## config.mk

```make
export PLATFORM = sky130hd
export DESIGN_NAME = loop_watchdog
export DESIGN_NICKNAME = d
export VERILOG_FILES = /design/src/rtl/loop_watchdog_pkg.sv /design/src/rtl/loop_watchdog_tick_if.sv /design/src/rtl/loop_watchdog.sv /design/src/rtl/loop_watchdog_counter.sv
export SDC_FILE = /design/constraint.sdc
export NUM_CORES = 1
export LEC_CHECK = 0
export BUFFER_PORTS_ARGS = -buffer_cell sky130_fd_sc_hd__buf_2
export CAP_MARGIN = 30
export CORE_UTILIZATION = 32
export DETAILED_ROUTE_END_ITERATION = 10
export GPL_TIMING_DRIVEN = 0
export HOLD_SLACK_MARGIN = 0.03
export RECOVER_POWER = 50
export SLEW_MARGIN = 25
export SYNTH_ARGS = -nofsm -noshare
export SYNTH_HDL_FRONTEND = slang
export SYNTH_SLANG_ARGS = --single-unit
export TNS_END_PERCENT = 20
```

## constraint.sdc

```tcl
create_clock -name core_clk -period 1.15 [get_ports core_clk]
set_input_delay 0 -clock core_clk [delete_from_list [all_inputs] [get_ports core_clk]]
set_output_delay 0 -clock core_clk [all_outputs]
set_load 0.1 [all_outputs]
```

## src/rtl/loop_watchdog_pkg.sv

```systemverilog
// Constants for the loop-detect watchdog
package loop_watchdog_pkg;
    localparam logic [15:0] MODE_CONFIG_ADDR = 16'hFF48;
    localparam logic [15:0] CLEAR_KEY_ADDR = 16'hFF49;
    localparam logic [7:0] MODE_CONFIG_RESET = 8'h67;
    localparam logic [7:0] CLEAR_KEY_READ = 8'h9A;
    localparam logic [7:0] CLEAR_KEY_VALUE = 8'hAC;
    localparam int CLK_STOP_BIT = 4;
    localparam int CLK_SOURCE_BIT = 3;
    localparam int OVERFLOW_CODE_LSB = 0;
    localparam int OVERFLOW_CODE_WIDTH = 3;
    localparam int LOW_SPEED_BASE_EXP = 11;
    localparam int SYSTEM_BASE_EXP = 13;
    localparam int COUNTER_WIDTH = 21;
    localparam int DOG_CAUSE_BIT = 4;
    localparam logic [7:0] CAUSE_FLAG_MASK = 8'h10;
endpackage

```

## src/rtl/loop_watchdog_tick_if.sv

```systemverilog
// Count-source tick and clear carrier between the watchdog and its counter
`timescale 1ns/1ns
interface loop_watchdog_tick_if;
    logic tick;
    logic clear;
    logic [2:0] overflow_code;
    logic use_system;
    logic overflow;
    modport ctrl (output tick, output clear, output overflow_code, output use_system,
        input overflow);
    modport counter (input tick, input clear, input overflow_code, input use_system,
        output overflow);
endinterface
```

## src/rtl/loop_watchdog.sv

```systemverilog
// Loop-detect watchdog with write-once mode register and key-cleared counter
`timescale 1ns/1ns
// Contract
// - Mode register writable once; repeat resets
// - Mode register resets to 0x67
// - Clock select: 00 slow, 01 system, 1x stop
// - Overflow after 2^(11+n) or 2^(13+n) ticks
// - Unstoppable option forces slow clock source
// - Overflow code starts at 111
// - Stopped by first write suppresses misuse resets
// - Key 0xAC clears and restarts counter
// - Wrong key generates internal reset
// - Bit access to key register resets
// - Key register always reads 0x9A
// - Overflow resets and sets cause flag bit 4
// - Mode write clears the counter
// - Unstoppable option never lets watchdog stop
module loop_watchdog
    import loop_watchdog_pkg::*;
(
    input wire logic core_clk,
    input wire logic arst_n,
    input wire logic low_speed_osc_clock,
    input wire logic osc_unstoppable,
    input wire logic [15:0] bus_addr,
    input wire logic bus_wr,
    input wire logic bus_rd,
    input wire logic bus_bit_access,
    input wire logic [7:0] bus_wdata,
    output logic [7:0] bus_rdata,
    output logic internal_reset,
    output logic dog_reset_cause_flag,
    output logic [7:0] watchdog_mode_config
);
    // Lock state of the mode register; the code 2'b11 is never entered
    typedef enum logic [1:0] {
        MODE_OPEN = 2'b00,
        MODE_LOCKED = 2'b01,
        MODE_STOPPED = 2'b10
    } mode_lock_t;

    logic rst_sync1;
    logic rst_n;
    logic slow_sync1;
    logic slow_sync2;
    logic slow_prev;
    logic slow_edge;
    logic opt_sync1;
    logic opt_sync2;
    mode_lock_t lock_state;
    mode_lock_t next_lock_state;
    logic mode_wr;
    logic key_wr;
    logic key_good;
    logic stop_request;
    logic misuse;
    logic reset_request;
    logic use_system;
    logic running;

    loop_watchdog_tick_if link ();

    // Reset asserts at once but releases through two flops, clean against the clock
    always_ff @(posedge core_clk or negedge arst_n) begin
        if (!arst_n) begin
            rst_sync1 <= 1'b0;
            rst_n <= 1'b0;
        end else begin
            rst_sync1 <= 1'b1;
            rst_n <= rst_sync1;
        end
    end

    // Slow oscillator is asynchronous; sample it and take rising edges as ticks
    always_ff @(posedge core_clk or negedge rst_n) begin
        if (!rst_n) begin
            slow_sync1 <= 1'b0;
            slow_sync2 <= 1'b0;
            slow_prev <= 1'b0;
        end else begin
            slow_sync1 <= low_speed_osc_clock;
            slow_sync2 <= slow_sync1;
            slow_prev <= slow_sync2;
        end
    end

    assign slow_edge = slow_sync2 && !slow_prev;

    // The option level is static in practice but still crosses into this clock;
    // it runs through its flops during reset, so it needs no reset of its own
    always_ff @(posedge core_clk) begin
        opt_sync1 <= osc_unstoppable;
        opt_sync2 <= opt_sync1;
    end

    assign mode_wr = bus_wr && (bus_addr == MODE_CONFIG_ADDR);
    assign key_wr = bus_wr && (bus_addr == CLEAR_KEY_ADDR);
    assign key_good = !bus_bit_access && (bus_wdata == CLEAR_KEY_VALUE);
    // A first write may only stop the dog when the slow oscillator may stop too
    assign stop_request = !opt_sync2 && !bus_bit_access && bus_wdata[CLK_STOP_BIT];
    assign use_system = !opt_sync2 && watchdog_mode_config[CLK_SOURCE_BIT];
    assign running = opt_sync2 || !watchdog_mode_config[CLK_STOP_BIT];

    // The first mode write locks the register for good; a bit access still
    // uses up that write, so software cannot retry with a proper byte write
    always_comb begin
        next_lock_state = lock_state;
        unique case (lock_state)
            MODE_OPEN: begin
                if (mode_wr && stop_request) begin
                    next_lock_state = MODE_STOPPED;
                end else if (mode_wr) begin
                    next_lock_state = MODE_LOCKED;
                end
            end
            MODE_LOCKED: begin
                next_lock_state = MODE_LOCKED;
            end
            MODE_STOPPED: begin
                next_lock_state = MODE_STOPPED;
            end
            default: begin
                next_lock_state = MODE_LOCKED;
            end
        endcase
    end

    always_ff @(posedge core_clk or negedge rst_n) begin
        if (!rst_n) begin
            lock_state <= MODE_OPEN;
        end else begin
            lock_state <= next_lock_state;
        end
    end

    // Misuse only counts while the watchdog has not been stopped by software
    always_comb begin
        misuse = 1'b0;
        if (lock_state != MODE_STOPPED) begin
            if (mode_wr && lock_state != MODE_OPEN) begin
                misuse = 1'b1;
            end
            if (key_wr && bus_bit_access) begin
                misuse = 1'b1;
            end
            if (key_wr && !bus_bit_access && !key_good) begin
                misuse = 1'b1;
            end
        end
    end
    assign reset_request = misuse || link.overflow;

    // Upper bits keep their fixed pattern whatever software writes there
    always_ff @(posedge core_clk or negedge rst_n) begin
        if (!rst_n) begin
            watchdog_mode_config <= MODE_CONFIG_RESET;
        end else if (mode_wr && lock_state == MODE_OPEN && !bus_bit_access) begin
            watchdog_mode_config[7:5] <= MODE_CONFIG_RESET[7:5];
            watchdog_mode_config[2:0] <= bus_wdata[2:0];
            if (!opt_sync2) begin
                watchdog_mode_config[4:3] <= bus_wdata[4:3];
            end
        end
    end

    // The system clock ticks every cycle; the slow source once per rising edge
    always_comb begin
        link.tick = running && (use_system || slow_edge);
        link.overflow_code = watchdog_mode_config[OVERFLOW_CODE_LSB +: OVERFLOW_CODE_WIDTH];
        link.use_system = use_system;
        link.clear = mode_wr || (key_wr && !bus_bit_access
            && bus_wdata == CLEAR_KEY_VALUE);
    end

    // A clear in the same cycle as a tick wins, so a timely key never overflows
    loop_watchdog_counter u_counter (
        .core_clk(core_clk),
        .rst_n(rst_n),
        .link(link)
    );

    // Reset request is a one-cycle pulse; the system reset returns it here
    always_ff @(posedge core_clk or negedge rst_n) begin
        if (!rst_n) begin
            internal_reset <= 1'b0;
        end else begin
            internal_reset <= reset_request;
        end
    end

    // Cause flag outlives the reset pulse; only a chip reset clears it
    always_ff @(posedge core_clk or negedge rst_n) begin
        if (!rst_n) begin
            dog_reset_cause_flag <= 1'b0;
        end else if (reset_request) begin
            dog_reset_cause_flag <= 1'b1;
        end
    end

    always_ff @(posedge core_clk or negedge rst_n) begin
        if (!rst_n) begin
            bus_rdata <= 8'h00;
        end else if (bus_rd) begin
            case (bus_addr)
                MODE_CONFIG_ADDR: begin
                    bus_rdata <= watchdog_mode_config;
                end
                CLEAR_KEY_ADDR: begin
                    bus_rdata <= CLEAR_KEY_READ;
                end
                default: begin
                    bus_rdata <= 8'h00;
                end
            endcase
        end else begin
            bus_rdata <= 8'h00;
        end
    end
endmodule

```

## src/rtl/loop_watchdog_counter.sv

```systemverilog
// Overflow counter of the loop-detect watchdog
`timescale 1ns/1ns
module loop_watchdog_counter
    import loop_watchdog_pkg::*;
(
    input wire logic core_clk,
    input wire logic rst_n,
    loop_watchdog_tick_if.counter link
);
    logic [COUNTER_WIDTH-1:0] count;
    logic [4:0] exp_sel;
    logic [COUNTER_WIDTH-1:0] limit;

    always_comb begin
        exp_sel = 5'(link.use_system ? SYSTEM_BASE_EXP : LOW_SPEED_BASE_EXP)
            + 5'(link.overflow_code);
        limit = COUNTER_WIDTH'((22'(1) << exp_sel) - 22'(1));
    end

    always_ff @(posedge core_clk or negedge rst_n) begin
        if (!rst_n) begin
            count <= '0;
        end else if (link.clear) begin
            count <= '0;
        end else if (link.tick) begin
            count <= (count >= limit) ? '0 : count + COUNTER_WIDTH'(1);
        end
    end

    // Overflow on the tick that would pass the limit
    assign link.overflow = link.tick && !link.clear && (count >= limit);
endmodule

```

* Word-level counts from Yosys, hierarchy flattened *
Cells that the tools add are included.

word-level totals
  output and inout bits = 18
  register bits after elaboration = 45
  word-level logic and storage cells = 71

operators by class
  $lt $le $gt $ge = 1
  add/subtract/negate cells = 3
  muxes and demuxes = 13
  equal/unequal tests = 6
  bitwise logic cells = 1
  shift-type cells = 1
  reduce and logical (&&, ||, !) cells = 32

operator list
  cell                   number
  $mux 21                3
  $eq 16x16->1 const B   2
  $add 21x1->21 const B  1
  $ge 21x21->1           1
  $shl 1x5->21 const A   1
  $sub 21x2->21 const B  1
  $logic_and 1x1->1      18
  $pmux 8 s2             1
  $eq 8x8->1 const B     1
  $mux 8                 1
  $logic_not 1->1        6
  $add 5x3->5            1
  $logic_or 1x1->1       4
  $mux 1                 4
  $mux 2                 2
  $pmux 2 s2             1
  $reduce_bool 2->1      2
  $mux 3                 1
  $ne 3x3->1 const B     1
  $eq 2x2->1 const B     1
  $logic_not 2->1        1
  $ne 2x2->1 const B     1
  $reduce_and 2->1       1
  $not 1->1              1

* Logic depth before layout (Yosys ltp) *
  word-level depth = 10
  mapped depth = 24

* Modules after synthesis *
A second synthesis with hierarchy kept.

unflattened totals
  cell total of the unflattened synthesis = 371
  area total of the unflattened synthesis = 3261.9 um2

by module, submodules not included
  module                 cells an instance  sequential area each (um2)  instances  area an instance (um2)
  loop_watchdog_counter  295                525.5                       1          2247.2
  loop_watchdog          76                 569.3                       1          1014.7

* Least setup slack after synthesis *
OpenSTA, ideal clock, no wires.

  path kind = register to register
  from = register watchdog_mode_config[3]
  to = register u_counter.count[20]
  setup slack = -4367 ps
  buffers on the path = 2
  required time = 1063 ps
  cell stages (with the launch flop) = 23
  library setup time = 87 ps
  clock period less this slack = 5517 ps
  arrival time = 5431 ps
  path through = dfrtp_1 > nor2b_1 > inv_1 > ha_1 > a21o_1 > fa_1 > clkbuf_1 > nor3_1 > nand2_1 > ha_1 > clkbuf_1 > nor2_1 > mux2i_1 > nor2_1 > a21oi_1 > o22a_1 > ha_1 > and4_1 > nand4_1 > a21oi_1 > nor4_2 > or3b_2 > o211ai_1

between the ends
  longest elaborated chain between the ends = 9
  elaborated cells between the ends (all ways) = 12
  those cells by class = 2 x add/sub; 1 x order compare; 1 x shift; 4 x mux; 4 x reduce/logical

RTL lines
  what                      RTL line                     RTL
  start: declaration        loop_watchdog.sv:33          output logic [7:0] watchdog_mode_config
  start signal: assignment  loop_watchdog.sv:161         watchdog_mode_config[4:3] <= bus_wdata[4:3];
  $logic_and 1x1->1 (*)     loop_watchdog.sv:101         assign use_system = !opt_sync2 && watchdog_mode_config[CLK_SOURCE_BIT];
  $mux 3                    loop_watchdog_counter.sv:15  exp_sel = 5'(link.use_system ? SYSTEM_BASE_EXP : LOW_SPEED_BASE_EXP)
  $add 5x3->5               loop_watchdog_counter.sv:16  + 5'(link.overflow_code);
  $shl 1x5->21              loop_watchdog_counter.sv:17  limit = COUNTER_WIDTH'((22'(1) << exp_sel) - 22'(1));
  $sub 21x2->21             loop_watchdog_counter.sv:17
  $ge 21x21->1              loop_watchdog_counter.sv:26  count <= (count >= limit) ? '0 : count + COUNTER_WIDTH'(1);
  $mux 21                   loop_watchdog_counter.sv:26
  $mux 21                   loop_watchdog_counter.sv:25  end else if (link.tick) begin
  $mux 21                   loop_watchdog_counter.sv:23  end else if (link.clear) begin
  end signal: assignment    loop_watchdog_counter.sv:26
  end: declaration          loop_watchdog_counter.sv:10  logic [COUNTER_WIDTH-1:0] count;

Every way passes the cells marked *; elsewhere a longest branch is shown, timed or not. The select of a mux whose other input is x is not followed.
A chain may end at the register's enable or synchronous reset.

* Final worst setup path *
  from = register watchdog_mode_config[1]
  to = register u_counter.count[9]

between the ends
  longest elaborated chain between the ends = 7

RTL lines
  what                      RTL line                     RTL
  start signal: assignment  loop_watchdog.sv:159         watchdog_mode_config[2:0] <= bus_wdata[2:0];
  $add 5x3->5               loop_watchdog_counter.sv:16
  $shl 1x5->21              loop_watchdog_counter.sv:17
  $sub 21x2->21             loop_watchdog_counter.sv:17
  $ge 21x21->1              loop_watchdog_counter.sv:26
  $mux 21                   loop_watchdog_counter.sv:26
  $mux 21                   loop_watchdog_counter.sv:25
  $mux 21                   loop_watchdog_counter.sv:23

Every way passes these cells. The select of a mux whose other input is x is not followed.

==> flow_results.org <==
** Run status
- The flow ran to the end, but the final reports show violations.
- Violated checks :: negative setup slack

** Power
- The internal power of the cells totals around 4.7 mW.
- The share of total power dissipated in combinational logic is 0.476.
- Power density over the cells :: 1730 mW/mm²
- In this run the static leakage power is between 1.5 and 2 nW.
- Worst supply voltage drop on vdd :: approximately 0.74 mV
- The completed layout was analyzed and its total power is 7.79 mW.
- Of the total power, the share spent switching nets is 0.392.
- Relative contribution of the clock network to total power :: 0.182
- Relative contribution of sequential cells to total power :: 0.342
- In this run the power spent charging and discharging nets is ~3.1 mW.

** Critical path
- Tracing the worst setup path back leads to its startpoint at watchdog_mode_config[1]$_DFFE_PN1P_.
- In this run the worst setup path terminates at u_counter.count[9]$_DFFE_PN0P_.
- The endpoint identified for the worst register-to-register timing path is u_counter.count[9]$_DFFE_PN0P_.
- Critical Path End Type :: flop
- Measured in cells, the most critical reg-to-reg path has a length of 22.
- Critical path, cell by cell :: ha_4, a21o_1, fa_2, buf_6, nor3_4, nand2_2, ha_4, nor2_4, mux2i_1, nor2_1, a21oi_1, o22a_1, ha_1, and4_1, a31oi_1, o21ai_2, nor4_4, buf_6, buf_12, buf_8, nand3_2, a31oi_1
- In this run the critical register-to-register path is launched from watchdog_mode_config[1]$_DFFE_PN1P_.
- Path type of the worst setup path :: flop to flop
- Data on the critical path arrives at its endpoint at between 4 and 5 ns.
- Startpoint type of the worst setup path :: flop
- The slowest stage of the critical path belongs to the cell sky130_fd_sc_hd__dfstp_4.
- Broken down by cell family, the worst path's largest delay share belongs to simple AND/OR/NAND/NOR gates.
- Longest individual stage delay on the worst path :: 0.67 ns
- Required time at the worst-slack endpoint :: ~1.4 ns
- Largest driver fanout on the critical path :: 6
- Cell depth of the worst setup path :: 22
- Flop2flop setup slack :: -3.53 ns
- The number of buffers and inverters on the critical path is 4.

** Layout
- Top library cells by usage in the layout, fill and taps aside :: sky130_fd_sc_hd__buf_2, sky130_fd_sc_hd__nand2_1, sky130_fd_sc_hd__nor2_1, sky130_fd_sc_hd__dfrtp_1, sky130_fd_sc_hd__nand3_1
- The library cell used most frequently in the layout, excluding fill and tap cells, is sky130_fd_sc_hd__buf_2.
- Synthesis-to-layout area growth :: 35.9%
- Fin nets :: 530
- The finished layout holds 607 standard cells, fillers aside.
- Filler cells :: a little under 1000
- Number of inserted diodes :: 0
- Ratio of cells with drive above 1 in the final layout :: 0.319

** Global route
- After global routing the overflow that remains totals 0.
- Entering global routing, the biggest net connects 24 pins.
- Antenna violations before repair :: 0
- The first global-routing pass estimated between 15 and 20 mm of wire.
- Vias in the first global route :: about 3300
- In the global route stage, overall resource usage came out at 0.178.

** Logic synthesis
- Async set-reset flop share out of synthesis :: 0.955
- Number of library cell types mapped by synthesis :: 63
- Synthesized netlist cell count :: 379
- A synthesized cell averages approximately 8.7 µm².
- Top cell type by total area after synthesis :: sky130_fd_sc_hd__dfrtp_1
- Of the post-synthesis cell area, the dominant cell type holds 0.295.
- Synthesis warning total :: 0
- Number of enable-type register cells in the synthesized netlist :: 0
- The synthesized design contains 44 register bits.
- The synthesized netlist occupies a cell area of 0.00331 mm².
- By area the synthesized netlist is led by sky130_fd_sc_hd__dfrtp_1, sky130_fd_sc_hd__ha_1, sky130_fd_sc_hd__nand3_1.
- The share of the Yosys chip area taken by registers is 0.331.
- The most used flip-flop cell after synthesis is sky130_fd_sc_hd__dfrtp_1.

** Timing
- Measured against its own limit, the worst slew margin works out to 0.503.
- Timing would allow up to approximately 0.21 GHz.
- Transition time at the pin with the least slew margin :: 0.745 ns
- Final Hold Fails :: 0
- Setup repair after global routing missed its margin :: true
- For the final routed database, the setup TNS stands at -82.31 ns.
- Once routing completed, OpenROAD measured the worst setup slack at -3.53 ns.
- Post-route clock period utilization :: 4.07
- Setup violations remaining at the end of the flow were counted as 32.
- Time the worst path needs with I/O delays and setup :: about 4.7 ns
- Worst clock skew :: roughly 0.012 ns
- Max Transition Viols Final :: 0

** Placed design
- Including well taps, the total number of placed cells is 559.
- Input/output buffers :: 44
- Routability-driven placement finished with a final weighted congestion of between 0.8 and 0.9.
- Before CTS, the worst setup slack after placement is -3.96 ns.
- Summed over all nets, the half-perimeter wirelength after detailed placement is around 6.4 mm.

** Clock tree
- Number of clock sinks :: 44
- After clock tree synthesis, the clock-pin slew on the worst setup and hold paths is 0.09 ns.
- The root buffer cell chosen for the clock tree is sky130_fd_sc_hd__clkbuf_8.
- TritonCTS built the clock tree.
- Number of buffers on the longest clock path :: 2
- Clock insertion delay at the later pin of the skew report :: 0.30 ns
- The H-tree was split into 2 levels.
- Number of buffers inserted during clock tree synthesis :: 5

** Route
- Total Wirelength :: roughly 9 mm
- Detailed-routing iteration count for the pre-antenna-repair pass :: 5
- Detailed routing inserted a total of approximately 3200 vias.
- After detailed routing, the number of vias per cell comes to ~5.3.
- In the final routed layout, each cell accounts on average for 15.2 µm.
- Drt first-iter violations :: 220
- Drc violations :: 0
- Antenna Violating Nets Remaining :: 0

** Floorplanning
- The floorplan has 36 rows.
- Initial Util :: 0.334
- The total area inside the core boundary comes to 0.00991 mm².
- roughly 50 I/O pins were placed.
- Height of the chip :: roughly 100 µm
- The die covers between 0.01 and 0.015 mm².
- Die Wd :: 104 µm

** Flow run
- Number of maximum-capacitance constraint violations :: 0

** Hold path
- The worst hold path belongs to the class input port to flop.
-- through the flow --
stage / utilization / instance area (µm²) / hold WS [ns]
3_5_place_dp: 0.385 / 3810 / -0.213
6_report: 0.454 / 4490 / 0.0489
3_3_place_gp: 0.382 / 3780 / -0.215
5_1_grt: 0.454 / 4490 / 0.0508
4_1_cts: 0.447 / 4430 / 0.0359
2_1_floorplan: - / 3400 / -0.296
-- worst min path at each step --
| stage | start | endpoint | slack [ns] | depth (start not counted) |
|---|---|---|---|---|
| floorplan | arst_n | rst_n$_DFF_PN0_ | -0.30 | 0 |
| global placement | arst_n | rst_n$_DFF_PN0_ | -0.22 | 1 |
| detailed placement | arst_n | rst_sync1$_DFF_PN0_ | -0.21 | 1 |
| CTS | bus_wdata[4] | lock_state[0]$_DFFE_PN0P_ | 0.04 | 3 |
| global route | bus_wdata[4] | lock_state[0]$_DFFE_PN0P_ | 0.05 | 3 |
| finish | bus_wdata[4] | lock_state[0]$_DFFE_PN0P_ | 0.05 | 3 |
-- per-layer routing --
metal  global-route usage  routed length (µm)  up-vias
li1                     -                   -     1575
met1                0.233                4290     1584
met2                0.309                4600       56
met3               0.0208                 207       12
met4               0.0520                 115        0
met5                    0                   0        -
-- repair_timing --
action                                 4_1_cts  5_1_grt
setup endpoints to repair                   35       32
gates resized for setup                     36       15
cloned                                       2        0
endpoints found under the hold margin       14        0
setup buffers                               24        6
pin swaps                                   20       19
hold buffers                                10        0
-- Yosys cell counts (4+ instances only) --
| library cell | n |
|---|---|
| sky130_fd_sc_hd__o21ai_0 | 11 |
| sky130_fd_sc_hd__mux2_2 | 7 |
| sky130_fd_sc_hd__nor3_1 | 6 |
| sky130_fd_sc_hd__and2_1 | 6 |
| sky130_fd_sc_hd__inv_1 | 9 |
| sky130_fd_sc_hd__ha_1 | 25 |
| sky130_fd_sc_hd__a32oi_1 | 4 |
| sky130_fd_sc_hd__buf_6 | 4 |
| sky130_fd_sc_hd__nand3b_1 | 4 |
| sky130_fd_sc_hd__nand3_1 | 38 |
| sky130_fd_sc_hd__a31oi_1 | 19 |
| sky130_fd_sc_hd__a21oi_1 | 19 |
| sky130_fd_sc_hd__buf_4 | 4 |
| sky130_fd_sc_hd__nor2_1 | 39 |
| sky130_fd_sc_hd__a21o_1 | 5 |
| sky130_fd_sc_hd__dfrtp_1 | 39 |
| sky130_fd_sc_hd__nand4_1 | 8 |
| sky130_fd_sc_hd__nor2b_1 | 7 |
| sky130_fd_sc_hd__clkbuf_1 | 10 |
| sky130_fd_sc_hd__nand4b_1 | 8 |
| sky130_fd_sc_hd__nand2_1 | 41 |
-- layout make-up --
class	count	area (µm²)	area share
clock buffer	6	72.6	0.0161
sequential	44	1100	0.245
tap	133	166	0.0370
clock inverter	2	60.1	0.0134
buffer	23	178	0.0395
timing repair buffer	87	687	0.153
multi-input combinational	303	2190	0.488
inverter	9	33.8	0.00752
-- sequential cells by signal (all words and copies together), names as in the netlist, 2 cells and up --
name / count
bus_rdata: 7
lock_state: 2
u_counter.count: 21
watchdog_mode_config: 5
-- power by group through the flow --
stage,clock [mW],combinational (mW),sequential (mW)
6_report,1.42,3.71,2.67
3_3_place_gp,0,2.52,2.66
5_1_grt,1.51,4.06,2.74
4_1_cts,1.44,3.44,2.63
2_1_floorplan,0,2.03,2.50
3_5_place_dp,0,2.66,2.66
-- cells by family after synthesis --
kind of cell / share of synthesized area
xor+xnor: 0.00794
other cells: 0.00227
compound gates: 0.150
buf+inv: 0.0616
mux: 0.0329
flops: 0.331
simple gates: 0.311
fa+ha+maj: 0.104
-- worst min-delay path, cell delays in order --
cell                      delay [ns]
sky130_fd_sc_hd__buf_2          0.11
sky130_fd_sc_hd__nand2_1        0.08
sky130_fd_sc_hd__a21o_1         0.11
Note: power is estimated with default switching activity, not from simulation.
